`src/hw/wave_consts.svh`:
```
`ifndef WAVE_CONSTS_SVH
`define WAVE_CONSTS_SVH

// ************************************************
// register byte offsets
// ************************************************
`define OFF_CTRL0     6'h00
`define OFF_CTRL1     6'h04
`define OFF_SD_CTRL   6'h08
`define OFF_SD_SRC    6'h0C
`define OFF_COUNT0    6'h10
`define NUM_COUNTS    6

// ************************************************
// field positions
// ************************************************
`define C0_EN         7
`define C0_LD         6
`define C0_CS_HI      4
`define C0_CS_LO      3
`define C0_MD_HI      2
`define C0_MD_LO      0
`define C1_RDBS       7
`define C1_FDBS       6
`define SD_ASE        7
`define SD_ARSEN      6
`define SD_AC_HI      3
`define SD_AC_LO      2
`define SD_BD_HI      1
`define SD_BD_LO      0
`define SRC_PIN       0

// ************************************************
// reset values and masks
// ************************************************
`define CTRL0_RST     8'h00
`define CTRL1_RST     8'h00
`define SD_CTRL_RST   8'h00
`define SD_SRC_RST    8'h00
`define COUNT_RST     8'h00
`define CTRL0_MASK    8'hDF
`define CTRL1_MASK    8'hCF
`define SD_CTRL_MASK  8'hCF
`define SD_SRC_MASK   8'h01

// ************************************************
// field codes
// ************************************************
`define CS_SYS4       2'h0
`define CS_SYS        2'h1
`define CS_HFOSC      2'h2
`define MD_STEER      3'h0
`define MD_SSTEER     3'h1
`define MD_FWD_FB     3'h2
`define MD_REV_FB     3'h3
`define MD_HALF       3'h4
`define MD_PUSHPULL   3'h5
`define OVR_INACTIVE  2'h0
`define OVR_TRISTATE  2'h1
`define OVR_LOW       2'h2
`define OVR_HIGH      2'h3
`define DIV4_LAST     2'h3

`endif

```
`src/hw/wave_pkg.sv`:
```
package wave_pkg;
    typedef logic [7:0] byte_t;
    typedef enum logic [1:0] {ST_OFF, ST_HELD, ST_RUN} run_state_e;
endpackage

```
`src/hw/unit_tick_gen.sv`:
```
`timescale 1ns/1ps
`include "wave_consts.svh"
module unit_tick_gen
    import wave_pkg::*;
(
    input  wire logic       clock_in,   // system clock
    input  wire logic       rst_in,     // sync reset
    input  wire logic       osc_in,     // internal oscillator pin
    input  wire logic [1:0] sel_in,     // clock source field
    output logic            tick_out    // one unit clock tick
);
    logic [1:0] div_reg;
    logic       osc_meta_reg;
    logic       osc_sync_reg;
    logic       osc_last_reg;

    // divide-by-four counter
    always_ff @(posedge clock_in) begin
        if (rst_in) begin
            div_reg <= 2'h0;
        end else begin
            div_reg <= div_reg + 2'h1;
        end
    end

    // oscillator synchroniser and edge history
    always_ff @(posedge clock_in) begin
        if (rst_in) begin
            osc_meta_reg <= 1'b0;
            osc_sync_reg <= 1'b0;
            osc_last_reg <= 1'b0;
        end else begin
            osc_meta_reg <= osc_in;
            osc_sync_reg <= osc_meta_reg;
            osc_last_reg <= osc_sync_reg;
        end
    end

    // source select, reserved code gives no ticks
    always_comb begin
        case (sel_in)
            `CS_SYS:   tick_out = 1'b1;
            `CS_SYS4:  tick_out = (div_reg == `DIV4_LAST);
            `CS_HFOSC: tick_out = osc_sync_reg & ~osc_last_reg;
            default:   tick_out = 1'b0;
        endcase
    end
endmodule

```
`src/hw/deadband_timer.sv`:
```
`timescale 1ns/1ps
module deadband_timer
    import wave_pkg::*;
(
    input  wire logic  clock_in,   // system clock
    input  wire logic  rst_in,     // sync reset
    input  wire logic  level_in,   // undelayed level
    input  wire byte_t count_in,   // dead-band count
    input  wire logic  chain_in,   // count system clocks
    input  wire logic  tick_in,    // unit clock tick
    output logic       level_out   // rise-delayed level
);
    byte_t cnt_reg;

    // rise waits count steps, fall is immediate
    always_ff @(posedge clock_in) begin
        if (rst_in || !level_in) begin
            cnt_reg   <= 8'h00;
            level_out <= 1'b0;
        end else if (!level_out) begin
            if (cnt_reg >= count_in) begin
                level_out <= 1'b1;
            end else if (chain_in || tick_in) begin
                cnt_reg <= cnt_reg + 8'h01;
            end
        end
    end
endmodule

```
`src/hw/waveform_unit.sv`:
```
`timescale 1ns/1ps
`include "wave_consts.svh"
module waveform_unit
    import wave_pkg::*;
(
    input  wire logic        clock_in,             // system clock, 10 MHz
    input  wire logic        rst_in,               // sync reset, active high
    input  wire logic [5:0]  address_in,           // avalon byte address
    input  wire logic        read_in,              // avalon read
    input  wire logic        write_in,             // avalon write
    input  wire logic [31:0] writedata_in,         // avalon write data
    input  wire logic [3:0]  byteenable_in,        // avalon byte enables
    output logic [31:0]      readdata_out,         // avalon read data
    output logic             waitrequest_out,      // avalon wait
    input  wire logic        osc_in,               // internal oscillator
    input  wire logic        rise_event_in,        // selected rising source
    input  wire logic        fall_event_in,        // selected falling source
    input  wire logic        shutdown_n_in,        // shutdown source, low
    output logic             drive_out_first_out,  // output A level
    output logic             drive_out_second_out, // output B level
    output logic             drive_out_third_out,  // output C level
    output logic             drive_out_fourth_out, // output D level
    output logic             drive_en_first_out,   // output A enable
    output logic             drive_en_second_out,  // output B enable
    output logic             drive_en_third_out,   // output C enable
    output logic             drive_en_fourth_out   // output D enable
);
    // ************************************************
    // declarations
    // ************************************************
    byte_t      unit_control_zero_reg;
    byte_t      unit_control_one_reg;
    byte_t      shutdown_control_reg;
    byte_t      shutdown_source_reg;
    byte_t      count_reg [`NUM_COUNTS];
    byte_t      work_reg  [`NUM_COUNTS];
    logic       ack_reg;
    logic       take_wr;
    logic [2:0] rise_sync_reg;
    logic [2:0] fall_sync_reg;
    logic [1:0] sd_sync_reg;
    logic       rise_edge;
    logic       fall_edge;
    logic       fault;
    logic       pwm_reg;
    logic       alt_reg;
    logic       unit_tick;
    logic       rise_del;
    logic       fall_del;
    logic [3:0] act_vec;
    logic [3:0] pol_vec;
    logic [3:0] drv_next;
    logic [3:0] en_next;
    logic [3:0] drv_reg;
    logic [3:0] en_reg;
    logic       en_bit;
    logic       ld_bit;
    logic       ase_bit;
    logic [2:0] mode;
    logic [1:0] csel;
    run_state_e state_reg;

    // true when the address names a count register
    function automatic logic is_count(input logic [5:0] a);
        return (a >= `OFF_COUNT0) && (a < `OFF_COUNT0 + 6'(4 * `NUM_COUNTS));
    endfunction

    // count register index from address
    function automatic logic [2:0] count_idx(input logic [5:0] a);
        logic [5:0] d;
        d = a - `OFF_COUNT0;
        return d[4:2];
    endfunction

    assign en_bit  = unit_control_zero_reg[`C0_EN];
    assign ld_bit  = unit_control_zero_reg[`C0_LD];
    assign csel    = unit_control_zero_reg[`C0_CS_HI:`C0_CS_LO];
    assign mode    = unit_control_zero_reg[`C0_MD_HI:`C0_MD_LO];
    assign ase_bit = shutdown_control_reg[`SD_ASE];
    assign pol_vec = unit_control_one_reg[3:0];

    // ************************************************
    // avalon slave
    // ************************************************
    // one wait state per access
    assign waitrequest_out = (read_in | write_in) & ~ack_reg;
    assign take_wr         = write_in & ack_reg & byteenable_in[0];

    // acknowledge toggles on the second cycle
    always_ff @(posedge clock_in) begin
        if (rst_in) begin
            ack_reg <= 1'b0;
        end else begin
            ack_reg <= (read_in | write_in) & ~ack_reg;
        end
    end

    // read data captured in the wait cycle, unmapped reads zero
    always_ff @(posedge clock_in) begin
        if (rst_in) begin
            readdata_out <= 32'h0000_0000;
        end else if (read_in && !ack_reg) begin
            readdata_out <= 32'h0000_0000;
            if (address_in == `OFF_CTRL0) begin
                readdata_out[7:0] <= unit_control_zero_reg;
            end else if (address_in == `OFF_CTRL1) begin
                readdata_out[7:0] <= unit_control_one_reg;
            end else if (address_in == `OFF_SD_CTRL) begin
                readdata_out[7:0] <= shutdown_control_reg;
            end else if (address_in == `OFF_SD_SRC) begin
                readdata_out[7:0] <= shutdown_source_reg;
            end else if (is_count(address_in)) begin
                readdata_out[7:0] <= count_reg[count_idx(address_in)];
            end
        end
    end

    // ************************************************
    // control registers
    // ************************************************
    // control 0: software writes, hardware clears load bit
    always_ff @(posedge clock_in) begin
        if (rst_in) begin
            unit_control_zero_reg <= `CTRL0_RST;
        end else if (take_wr && address_in == `OFF_CTRL0) begin
            unit_control_zero_reg <= writedata_in[7:0] & `CTRL0_MASK;
        end else if (en_bit && ld_bit && rise_edge) begin
            unit_control_zero_reg[`C0_LD] <= 1'b0;
        end
    end

    // control 1 and shutdown source
    always_ff @(posedge clock_in) begin
        if (rst_in) begin
            unit_control_one_reg <= `CTRL1_RST;
            shutdown_source_reg  <= `SD_SRC_RST;
        end else if (take_wr && address_in == `OFF_CTRL1) begin
            unit_control_one_reg <= writedata_in[7:0] & `CTRL1_MASK;
        end else if (take_wr && address_in == `OFF_SD_SRC) begin
            shutdown_source_reg <= writedata_in[7:0] & `SD_SRC_MASK;
        end
    end

    // shutdown control, a held fault wins over any clear
    always_ff @(posedge clock_in) begin
        if (rst_in) begin
            shutdown_control_reg <= `SD_CTRL_RST;
        end else begin
            if (take_wr && address_in == `OFF_SD_CTRL) begin
                shutdown_control_reg <= writedata_in[7:0] & `SD_CTRL_MASK;
            end else if (shutdown_control_reg[`SD_ARSEN] && !fault) begin
                shutdown_control_reg[`SD_ASE] <= 1'b0;
            end
            if (fault) begin
                shutdown_control_reg[`SD_ASE] <= 1'b1;
            end
        end
    end

    // count registers and their working buffers
    generate
        for (genvar i = 0; i < `NUM_COUNTS; i++) begin : g_count
            always_ff @(posedge clock_in) begin
                if (rst_in) begin
                    count_reg[i] <= `COUNT_RST;
                    work_reg[i]  <= `COUNT_RST;
                end else begin
                    if (take_wr && is_count(address_in) && count_idx(address_in) == 3'(i)) begin
                        count_reg[i] <= writedata_in[7:0];
                        if (!en_bit) begin
                            work_reg[i] <= writedata_in[7:0];
                        end
                    end
                    if (en_bit && ld_bit && rise_edge) begin
                        work_reg[i] <= count_reg[i];
                    end
                end
            end
        end
    endgenerate

    // ************************************************
    // input synchronisers
    // ************************************************
    // two flops before any logic, third for edges
    always_ff @(posedge clock_in) begin
        if (rst_in) begin
            rise_sync_reg <= 3'h0;
            fall_sync_reg <= 3'h0;
            sd_sync_reg   <= 2'h3;
        end else begin
            rise_sync_reg <= {rise_sync_reg[1:0], rise_event_in};
            fall_sync_reg <= {fall_sync_reg[1:0], fall_event_in};
            sd_sync_reg   <= {sd_sync_reg[0], shutdown_n_in};
        end
    end

    assign rise_edge = rise_sync_reg[1] & ~rise_sync_reg[2];
    assign fall_edge = fall_sync_reg[1] & ~fall_sync_reg[2];
    assign fault     = shutdown_source_reg[`SRC_PIN] & ~sd_sync_reg[1];

    // ************************************************
    // waveform core
    // ************************************************
    unit_tick_gen u_tick (
        .clock_in (clock_in),
        .rst_in   (rst_in),
        .osc_in   (osc_in),
        .sel_in   (csel),
        .tick_out (unit_tick)
    );

    // primary level, set by rising and cleared by falling events
    always_ff @(posedge clock_in) begin
        if (rst_in || !en_bit) begin
            pwm_reg <= 1'b0;
            alt_reg <= 1'b0;
        end else if (rise_edge) begin
            pwm_reg <= 1'b1;
            alt_reg <= ~alt_reg;
        end else if (fall_edge) begin
            pwm_reg <= 1'b0;
        end
    end

    deadband_timer u_rise_db (
        .clock_in  (clock_in),
        .rst_in    (rst_in),
        .level_in  (pwm_reg),
        .count_in  (work_reg[0]),
        .chain_in  (unit_control_one_reg[`C1_RDBS]),
        .tick_in   (unit_tick),
        .level_out (rise_del)
    );

    deadband_timer u_fall_db (
        .clock_in  (clock_in),
        .rst_in    (rst_in),
        .level_in  (~pwm_reg),
        .count_in  (work_reg[1]),
        .chain_in  (unit_control_one_reg[`C1_FDBS]),
        .tick_in   (unit_tick),
        .level_out (fall_del)
    );

    // active levels per mode, bit 0 is output A
    always_comb begin
        act_vec = 4'h0;
        case (mode)
            `MD_STEER:    act_vec = {4{rise_del}};
            `MD_SSTEER:   act_vec = {4{rise_del}};
            `MD_FWD_FB:   act_vec = {rise_del, 1'b0, 1'b0, 1'b1};
            `MD_REV_FB:   act_vec = {1'b0, 1'b1, rise_del, 1'b0};
            `MD_HALF:     act_vec = {fall_del, rise_del, fall_del, rise_del};
            `MD_PUSHPULL: act_vec = {2'h0, rise_del & ~alt_reg, rise_del & alt_reg};
            default:      act_vec = 4'h0;
        endcase
        if (csel == 2'h3) begin
            act_vec = 4'h0;
        end
    end

    // run state: enabled units start held in shutdown
    always_ff @(posedge clock_in) begin
        if (rst_in) begin
            state_reg <= ST_OFF;
        end else begin
            case (state_reg)
                ST_OFF: begin
                    if (en_bit) begin
                        state_reg <= ST_HELD;
                    end
                end
                ST_HELD: begin
                    if (!en_bit) begin
                        state_reg <= ST_OFF;
                    end else if (!ase_bit && rise_edge) begin
                        state_reg <= ST_RUN;
                    end
                end
                ST_RUN: begin
                    if (!en_bit) begin
                        state_reg <= ST_OFF;
                    end else if (ase_bit) begin
                        state_reg <= ST_HELD;
                    end
                end
                default: state_reg <= ST_OFF;
            endcase
        end
    end

    // output levels: waveform, override or off
    always_comb begin
        drv_next = act_vec ^ pol_vec;
        en_next  = 4'hF;
        if (state_reg == ST_OFF) begin
            drv_next = 4'h0;
            en_next  = 4'h0;
        end else if (state_reg == ST_HELD || ase_bit) begin
            for (int k = 0; k < 4; k++) begin
                case (k[0] ? shutdown_control_reg[`SD_BD_HI:`SD_BD_LO]
                           : shutdown_control_reg[`SD_AC_HI:`SD_AC_LO])
                    `OVR_TRISTATE: begin
                        drv_next[k] = 1'b0;
                        en_next[k]  = 1'b0;
                    end
                    `OVR_LOW:  drv_next[k] = 1'b0;
                    `OVR_HIGH: drv_next[k] = 1'b1;
                    default:   drv_next[k] = pol_vec[k];
                endcase
            end
        end
    end

    // registered pin drive
    always_ff @(posedge clock_in) begin
        if (rst_in) begin
            drv_reg <= 4'h0;
            en_reg  <= 4'h0;
        end else begin
            drv_reg <= drv_next;
            en_reg  <= en_next;
        end
    end

    assign drive_out_first_out  = drv_reg[0];
    assign drive_out_second_out = drv_reg[1];
    assign drive_out_third_out  = drv_reg[2];
    assign drive_out_fourth_out = drv_reg[3];
    assign drive_en_first_out   = en_reg[0];
    assign drive_en_second_out  = en_reg[1];
    assign drive_en_third_out   = en_reg[2];
    assign drive_en_fourth_out  = en_reg[3];
endmodule

```
`config.mk`:
```
export PLATFORM = sky130hd
export DESIGN_NAME = waveform_unit
export DESIGN_NICKNAME = d
export VERILOG_FILES = /design/src/hw/wave_pkg.sv /design/src/hw/unit_tick_gen.sv /design/src/hw/deadband_timer.sv /design/src/hw/waveform_unit.sv
export VERILOG_INCLUDE_DIRS = /design/src /design/src/hw
export SDC_FILE = /design/constraint.sdc
export NUM_CORES = 1
export LEC_CHECK = 0
export BUFFER_PORTS_ARGS = -buffer_cell sky130_fd_sc_hd__buf_4
export CELL_PAD_IN_SITES_DETAIL_PLACEMENT = 0
export CELL_PAD_IN_SITES_GLOBAL_PLACEMENT = 1
export CORE_MARGIN = 2
export CORE_UTILIZATION = 34
export DETAILED_ROUTE_END_ITERATION = 8
export PLACE_DENSITY = 0.66
export SETUP_SLACK_MARGIN = 0.3
export SLEW_MARGIN = 30
export SYNTH_ARGS = -nofsm -noshare
export SYNTH_HDL_FRONTEND = slang
export SYNTH_SLANG_ARGS = --single-unit
export TNS_END_PERCENT = 100
```
`constraint.sdc`:
```
create_clock -name clock_in -period 2.9 [get_ports clock_in]
set_input_delay 0.58 -clock clock_in [delete_from_list [all_inputs] [get_ports clock_in]]
set_output_delay 0.58 -clock clock_in [all_outputs]
set_load 0.005 [all_outputs]
```
======== Yosys cells after proc, flatten, opt, wreduce, memory -nomap -nowiden ========
Memory sizes are Yosys's and may differ from the RTL's.
Index checks and enable logic that the tools add are counted.
word-level totals
  logic and storage cells ................. 239
  input bits .............................. 50
  memories ................................ 2
  bits in writable memories ............... 96
  register bits ........................... 72
  output and inout port bits .............. 41
memory list
  name       words  bits a word  read ports  clocked after Yosys merged registers in  write ports  RTL line             source
  count_reg  6      8            7           0                                        6            waveform_unit.sv:35  byte_t count_reg [`NUM_COUNTS];
  work_reg   6      8            2           0                                        6            waveform_unit.sv:36  byte_t work_reg [`NUM_COUNTS];
operators by class
  equality and inequality tests ........... 28
  reductions and logical operators ........ 44
  bitwise gates (word level) .............. 40
  magnitude comparators ................... 4
  muxes and demuxes ....................... 93
  $add $sub $neg .......................... 4
operators with widths
  cell                   number
  $mux W8                23
  $mux W1                55
  $pmux W4 S5            1
  $or A1 B1 Y1           19
  $logic_and A1 B1 Y1    17
  $add A8 B1 Y8 const B  2
  $eq A2 B2 Y1 const B   8
  $ge A8 B8 Y1           2
  $eq A3 B2 Y1 const B   4
  $eq A3 B3 Y1 const B   4
  $eq A6 B4 Y1 const B   2
  $mux W4                3
  $not A1 Y1             11
  $mux W2                5
  $and A1 B1 Y1          9
  $reduce_and A3 Y1      3
  $eq A2 B1 Y1 const B   4
  $pmux W1 S2            4
  $reduce_or A2 Y1       4
  $eq A3 B1 Y1 const B   2
  $eq A6 B3 Y1 const B   1
  $ge A6 B5 Y1 const B   1
  $logic_not A3 Y1       2
  $logic_not A6 Y1       1
  other kinds (14)       26

======== Logic depth before layout (Yosys ltp) ========
Gate-level depths: netlist of the first run.
  depth after elaboration ................. 9
  gate-level depth with buffers ........... 8
  depth with buffers taken out ............ 7

======== Modules after synthesis ========
Synthesis of the first run repeated with hierarchy kept, for this count alone.
second synthesis, totals
  cell total of the unflattened synthesis .. 624
  area, all modules ....................... 6715.2 um^2
by module, submodules not included
  module          cells an instance  sequential area each (um^2)  area each (um^2)  times used
  waveform_unit   464                2862.7                       5286.3            1
  deadband_timer  73                 180.2                        634.4             2
  unit_tick_gen   14                 100.1                        160.2             1

======== Worst setup path before layout of the first run ========
No wires, ideal clock.
  path kind ............................... input-to-reg
  start point ............................. input port address_in[2]
  end point ............................... memory work_reg[0][0] (netlist name) (enable)
  library setup time ...................... 0.398 ns
  cell stages on the path ................. 5
  arrival ................................. 2.282 ns
  slack ................................... 0.220 ns
  path buffers ............................ 4
  required time ........................... 2.502 ns
  cell sequence ........................... buf_4 buf_4 buf_4 buf_2 o41ai_1
RTL lines
  item         RTL line             source
  from (decl)  waveform_unit.sv:8   input wire logic [5:0] address_in,
  to (decl)    waveform_unit.sv:36

======== Final worst setup path of the first run ========
  start point ............................. register u_fall_db.cnt_reg[6]
  end point ............................... register u_fall_db.cnt_reg[6]
on the way
  cells in the longest elaborated chain, start to end .. 3
  elaborated cells between the ends (all ways) .. 4
  classes of those cells .................. add/sub: 1; order compare: 1; bitwise: 1; reduce/logical: 1
RTL lines
  item                                RTL line              source
  from (decl)                         deadband_timer.sv:13  byte_t cnt_reg;
  from (signal assigned)              deadband_timer.sv:24  cnt_reg <= cnt_reg + 8'h01;
  $ge A8 B8 Y1                        deadband_timer.sv:21  if (cnt_reg >= count_in) begin
  $not A1 Y1 (no source line)         --
  $reduce_and A3 Y1 (no source line)  --
Several ways; a longest one is shown, not always the timed one.
A chain may end at the register's enable or synchronous reset.

==> reports/metrics.csv, run 1 <==
stage,metric,value,unit
synth,register area share after synthesis,0.4923,
layout,Synth-to-Final Area Change,15.27,%
synth,Main synth FF type,dfxtp_1,
clock_network,htree depth,4,
placement,hpwl dp,11010,microns
sta,Final Cycle Share,0.7462,
worst_setup_path,kind of cell adding the most delay to the critical path,compound AO/OA/AOI/OAI gates,
sta,Fin Clk Skew,0.008911,ns
synth,Post-Syn Instances,645,
worst_setup_path,number of cells on the critical path,6,
synth,Syn. warnings,0,
clock_network,Clock Tree Root,clkbuf_16,
layout,final std cells w/o fill,950,
layout,Sequential cell area,3323,sq um
synth,dominant cell type by area after synthesis,edfxtp_1,
sta,slew margin rel.,0.3995,
synth,Netlist Area Pre-Place,6750,sq um
worst_setup_path,worst setup path endpoint,u_fall_db.cnt_reg[6],
sta,worst setup margin,0.7359,ns
worst_setup_path,WS Path Type,register to register,
min_path,hold crit path type,input pin to register,
grt,initial antenna violation count,0,
synth,top post-synthesis cells by count,"70 x dfxtp_1, 64 x edfxtp_1, 57 x nor2_1",
layout,Antenna diodes,0,
routing,DR vias/cell,5.064,
synth,Unique masters post-synth,66,
sta,min cycle time layout,2.164,ns
layout,footprint of the multi-input gates,3069,sq um
clock_network,hold_buf cts,0,
floorplan,die area,21000,sq um
sta,Setup TNS,0,ns
grt,GRT Resource Usage Total,0.1489,
routing,vias post-DR,4811,
grt,vias in the first global route,4651,
floorplan,Top Ports,91,
routing,total routed wirelength,15340,microns
worst_setup_path,worst flop-to-flop path endpoint,u_fall_db.cnt_reg[6],
routing,Residual DRC,0,
floorplan,Initial Util,0.3468,
floorplan,Die W,144.9,microns
synth,"FFs w/ async S/R, synth",0,
synth,Synth Area per Inst,10.47,sq um
layout,number of flip-flops in the largest register,48,
layout,share of cells above drive strength 1,0.1547,
worst_setup_path,CP required,3.25,ns
synth,post-synth top area share,0.2847,
grt,global-route wire length before repair,24630,microns
layout,FILL cells,1912,
sta,Hold WS,0.3542,ns
sta,hold violation count in the final report,0,
sta,max-slew violations,0,
worst_setup_path,Critical Path End Type,register,
power,Max VDD drop,0.0003532,V
clock_network,post-cts sizing count,0,
routing,First DRT Iteration DRCs,220,
sta,Fmax,0.4621,GHz
clock_network,CTS tree,done,
sta,RSZ-0062 raised after global routing,false,
worst_setup_path,Worst EP arrival,2.51,ns
power,Total Power,0.004570,W
placement,post-place setup slack,0.5098,ns
clock_network,post-CTS setup buffer count,0,
sta,Worst-Margin Slew,0.8910,ns
synth,Synth area leaders,"edfxtp_1 28%, dfxtp_1 21%, mux2i_1 4.7%",
placement,Final Wtd Congestion,0.8025,
worst_setup_path,R2R depth,6,
worst_setup_path,crit path max-delay cell type,nor4_1,
worst_setup_path,reg-to-reg startpoint,u_fall_db.cnt_reg[6],
power,pwr/cell area,587.3,nW/um^2
synth,"count leader, synth",dfxtp_1,
grt,total gr overflow,0,
worst_setup_path,Register-to-Register Setup Slack,0.74,ns
sta,final setup vio count,0,
floorplan,Rows,51,
worst_setup_path,CP max FO,9,
routing,post-route ant nets,0,
run,# Max-Cap Violations,0,
power,static leakage,3.012,nW
worst_setup_path,Worst setup SP type,register,
worst_setup_path,Worst Setup SP,u_fall_db.cnt_reg[6],
synth,Yosys reg bits,134,
worst_setup_path,CP bufs+invs,0,
placement,Port Buffers,39,
placement,placed cell count,918,
worst_setup_path,crit-path cells,ha_1 -> a21o_1 -> a211oi_1 -> o21ai_1 -> nor4_1 -> mux2i_1,
worst_setup_path,CP max stage delay,0.44,ns
clock_network,cts bufs inserted,17,
grt,largest net degree at the start of global routing,36,
floorplan,core area,19460,sq um
clock_network,Worst-Skew Late Latency,0.42,ns
synth,Post-synth EDFFs,64,
clock_network,TritonCTS Sinks,134,
routing,Avg WL per Cell,16.14,microns
routing,first-pass iteration count of the detailed router,5,
floorplan,Die Y,144.9,microns
clock_network,Clock transition at path regs,0.06,ns
layout,Final #Nets,741,
run_status,status,"complete, no violations",
clock_network,CTS Buffer Depth,2,
power breakdown:
group | leakage (nW) | internal [W] | switching, W
logic | 1.49 | 0.000107 | 0.000166
clock network | 0.291 | 0.00143 | 0.000813
registers | 1.23 | 0.00203 | 0.0000230
worst min path at each step:
stage / slack [ns] / cells after the start / endpoint / from
5_1_grt: 0.34 / 2 / sd_sync_reg[0] / shutdown_n_in
4_1_cts: 0.34 / 2 / sd_sync_reg[0] / shutdown_n_in
6_report: 0.35 / 2 / sd_sync_reg[0] / shutdown_n_in
3_3_place_gp: 0.40 / 1 / sd_sync_reg[1] / sd_sync_reg[0]
3_5_place_dp: 0.40 / 1 / sd_sync_reg[1] / sd_sync_reg[0]
2_1_floorplan: 0.39 / 1 / sd_sync_reg[1] / sd_sync_reg[0]
cells in the final DEF, fill, tap and decap left out, types with 21 or more instances in the layout:
cell type and n:
a21oi_1 22, and2_1 44, buf_4 49, conb_1 24
dfxtp_1 70, edfxtp_1 64, inv_1 21, mux2i_1 32
nand2_1 26, nor2_1 56, o21ai_0 21
kinds of logic (layout without fill, tap and decap cells):
kind of cell / count (synthesis) / in the layout / share of synthesized area
AOI/OAI and AO/OA: 123 / 123 / 0.1264
xor gates and xnor gates: 1 / 1 / 0.001298
adders and majority gates: 19 / 19 / 0.03522
buffers and inverters: 85 / 102 / 0.06729
muxes: 43 / 43 / 0.07748
DFF: 134 / 134 / 0.4923
other: 1 / 24 / 0.0005555
and+or+nand+nor: 239 / 239 / 0.1994
stage by stage:
stage / util / cell area, sq um
floorplan: - / 6844
global placement: 0.3683 / 7168
detailed placement: 0.3683 / 7168
CTS: 0.3997 / 7779
global route: 0.3998 / 7781
finish: 0.3998 / 7781
metal layers:
layer / vias to the layer above / global-route usage / part of all wire
li1: 2350 / - / -
met1: 2325 / 0.1883 / 0.47
met2: 122 / 0.2490 / 0.48
met3: 14 / 0.03522 / 0.038
met4: 0 / 0.05297 / 0.016
met5: - / 0 / 0
cell type report:
| type | count | area share |
|---|---|---|
| multi-input combinational | 449 | 0.3944 |
| tap | 265 | 0.04261 |
| sequential | 134 | 0.4271 |
| clock buffer | 18 | 0.05515 |
| inverter | 21 | 0.01013 |
| timing repair buffer | 49 | 0.04727 |
| clock inverter | 14 | 0.02332 |
Note: power is estimated with default switching activity, not from simulation.
==> inputs of run 2 (changes only) <==
- PLACE_DENSITY: 0.66 -> 0.68
- clock period: 2.9 -> 1.9 ns (I/O delays scaled with it)
==> run 2 against run 1 <==
Net effect: sequential power grew 53%; final cell count grew 3.7%; register-to-register slack lost 0.68 ns; via count grew 4.3%; clock power grew 35%; clock skew shrank 0.0017 ns; sequential cell count is the same; critical path type unchanged.
==> reports/metrics.csv, run 2 (synthesis gave the netlist of run 1 again) <==
stage,metric,value,unit
placement,Post-DP Area,7553,sq um
clock_network,hold_buf cts,0,
floorplan,Initial Util,0.3468,
worst_setup_path,CP required,2.24,ns
placement,Final Wtd Congestion,0.8353,
run,# Max-Cap Violations,0,
floorplan,Die Y,144.9,microns
sta,hold violation count in the final report,0,
layout,Final Core Density,0.4315,
min_path,min-delay src,shutdown_n_in,
sta,Fin Clk Skew,0.007179,ns
grt,largest net degree at the start of global routing,31,
routing,total routed wirelength,16720,microns
clock_network,htree depth,4,
routing,vias post-DR,5020,
power,pwr/cell area,793.8,nW/um^2
worst_setup_path,reg-to-reg startpoint,u_rise_db.cnt_reg[5],
grt,GRT Resource Usage Total,0.1596,
min_path,hold crit path type,input pin to register,
sta,Setup TNS,0,ns
layout,Synth-to-Final Area Change,24.41,%
sta,slew margin rel.,0.6305,
run_status,status,"complete, no violations",
layout,Final #Nets,776,
worst_setup_path,Worst setup SP type,register,
clock_network,Worst-Skew Late Latency,0.42,ns
layout,"commonest non-fill, non-tap cell in the layout",buf_4,
min_path,Hold Path Cell Cnt,2,
worst_setup_path,Critical Path End Type,register,
power,static leakage,3.203,nW
routing,First DRT Iteration DRCs,300,
sta,max-slew violations,0,
clock_network,Clock Tree Root,clkbuf_16,
routing,Avg WL per Cell,16.98,microns
sta,final setup vio count,0,
worst_setup_path,worst flop-to-flop path endpoint,u_rise_db.cnt_reg[0],
worst_setup_path,Worst EP arrival,2.19,ns
layout,"commonest non-fill, non-tap cells in the layout","76 x buf_4, 64 x edfxtp_1, 60 x dfxtp_1",
clock_network,cts bufs inserted,17,
power,Max VDD drop,0.0006621,V
sta,Worst-Margin Slew,0.5500,ns
grt,global-route wire length before repair,26430,microns
floorplan,Rows,51,
placement,hpwl dp,11620,microns
min_path,hold endpoint,sd_sync_reg[0],
worst_setup_path,WS Path Type,register to register,
routing,DR vias/cell,5.096,
layout,footprint of the multi-input gates,3477,sq um
layout,fin area,8398,sq um
floorplan,die area,21000,sq um
grt,vias in the first global route,4974,
grt,total gr overflow,0,
routing,post-route ant nets,0,
clock_network,CTS Buffer Depth,2,
layout,Sequential cell area,3341,sq um
routing,first-pass iteration count of the detailed router,5,
grt,initial antenna violation count,0,
worst_setup_path,Register-to-Register Setup Slack,0.05,ns
worst_setup_path,R2R depth,6,
clock_network,CTS tree,done,
floorplan,Die W,144.9,microns
routing,Residual DRC,0,
floorplan,Top Ports,91,
sta,RSZ-0062 raised after global routing,true,
placement,post-place setup slack,-0.04203,ns
layout,FILL cells,1860,
power,Total Power,0.006666,W
clock_network,TritonCTS Sinks,134,
sta,min cycle time layout,1.848,ns
clock_network,Clock transition at path regs,0.06,ns
placement,Port Buffers,39,
worst_setup_path,CP max FO,8,
floorplan,core area,19460,sq um
sta,Fmax,0.5412,GHz
layout,Antenna diodes,0,
layout,share of cells above drive strength 1,0.2847,
sta,Final Cycle Share,0.9725,
sta,worst setup margin,0.05227,ns
layout,number of flip-flops in the largest register,48,
run 2: through the flow:
stage,hold slack [ns],cells
after CTS,0.1266,979
after detailed placement,0.4027,940
after global routing,0.1252,985
final,0.1447,985
after global placement,0.4011,940
after floorplan,0.3895,668
run 2: timing repair:
item	4_1_cts	5_1_grt
setup buffers	4	5
pin swaps	13	17
hold endpoints to repair	0	0
cloned	3	1
resized for setup	22	35
setup endpoints to repair	116	55
run 2: metal layers:
layer	vias up	global-route usage	wire (microns)
met1	2416	0.2015	7460
met3	30	0.04025	719
li1	2434	-	-
met5	-	0	0
met2	140	0.2571	8066
met4	0	0.07426	476
run 2: final cells by class:
type | count | share of cell area
multi-input combinational | 453 | 0.4140
inverter | 21 | 0.009386
tap | 265 | 0.03948
clock inverter | 10 | 0.009833
sequential | 134 | 0.3978
clock buffer | 22 | 0.05408
timing repair buffer | 80 | 0.07539
run 2: worst max-delay path by stage:
stage,startpoint,to,slack [ns],depth (start not counted)
2_1_floorplan,address_in[4],work_reg[0][0],0.16,8
3_3_place_gp,address_in[5],work_reg[0][5],0.01,7
3_5_place_dp,address_in[5],count_reg[1][7],-0.04,6
4_1_cts,work_reg[0][2],u_rise_db.cnt_reg[3],0.10,7
5_1_grt,u_rise_db.cnt_reg[5],u_rise_db.cnt_reg[0],-0.04,6
6_report,u_rise_db.cnt_reg[5],u_rise_db.cnt_reg[0],0.05,6
run 2: where the power goes:
part | total, W | internal (W) | switching (W)
Combinational | 0.000510 | 0.000214 | 0.000295
Clock | 0.00302 | 0.00182 | 0.00120
Sequential | 0.00313 | 0.00310 | 0.0000388
Total | 0.00667 | 0.00513 | 0.00154
run 2: worst max-delay path: stages, from the launching register on:
cell	delay, ns
dfxtp_1	0.44
ha_4	0.26
a21oi_4	0.15
a21o_1	0.24
o31ai_4	0.15
or3_1	0.40
a21oi_2	0.13
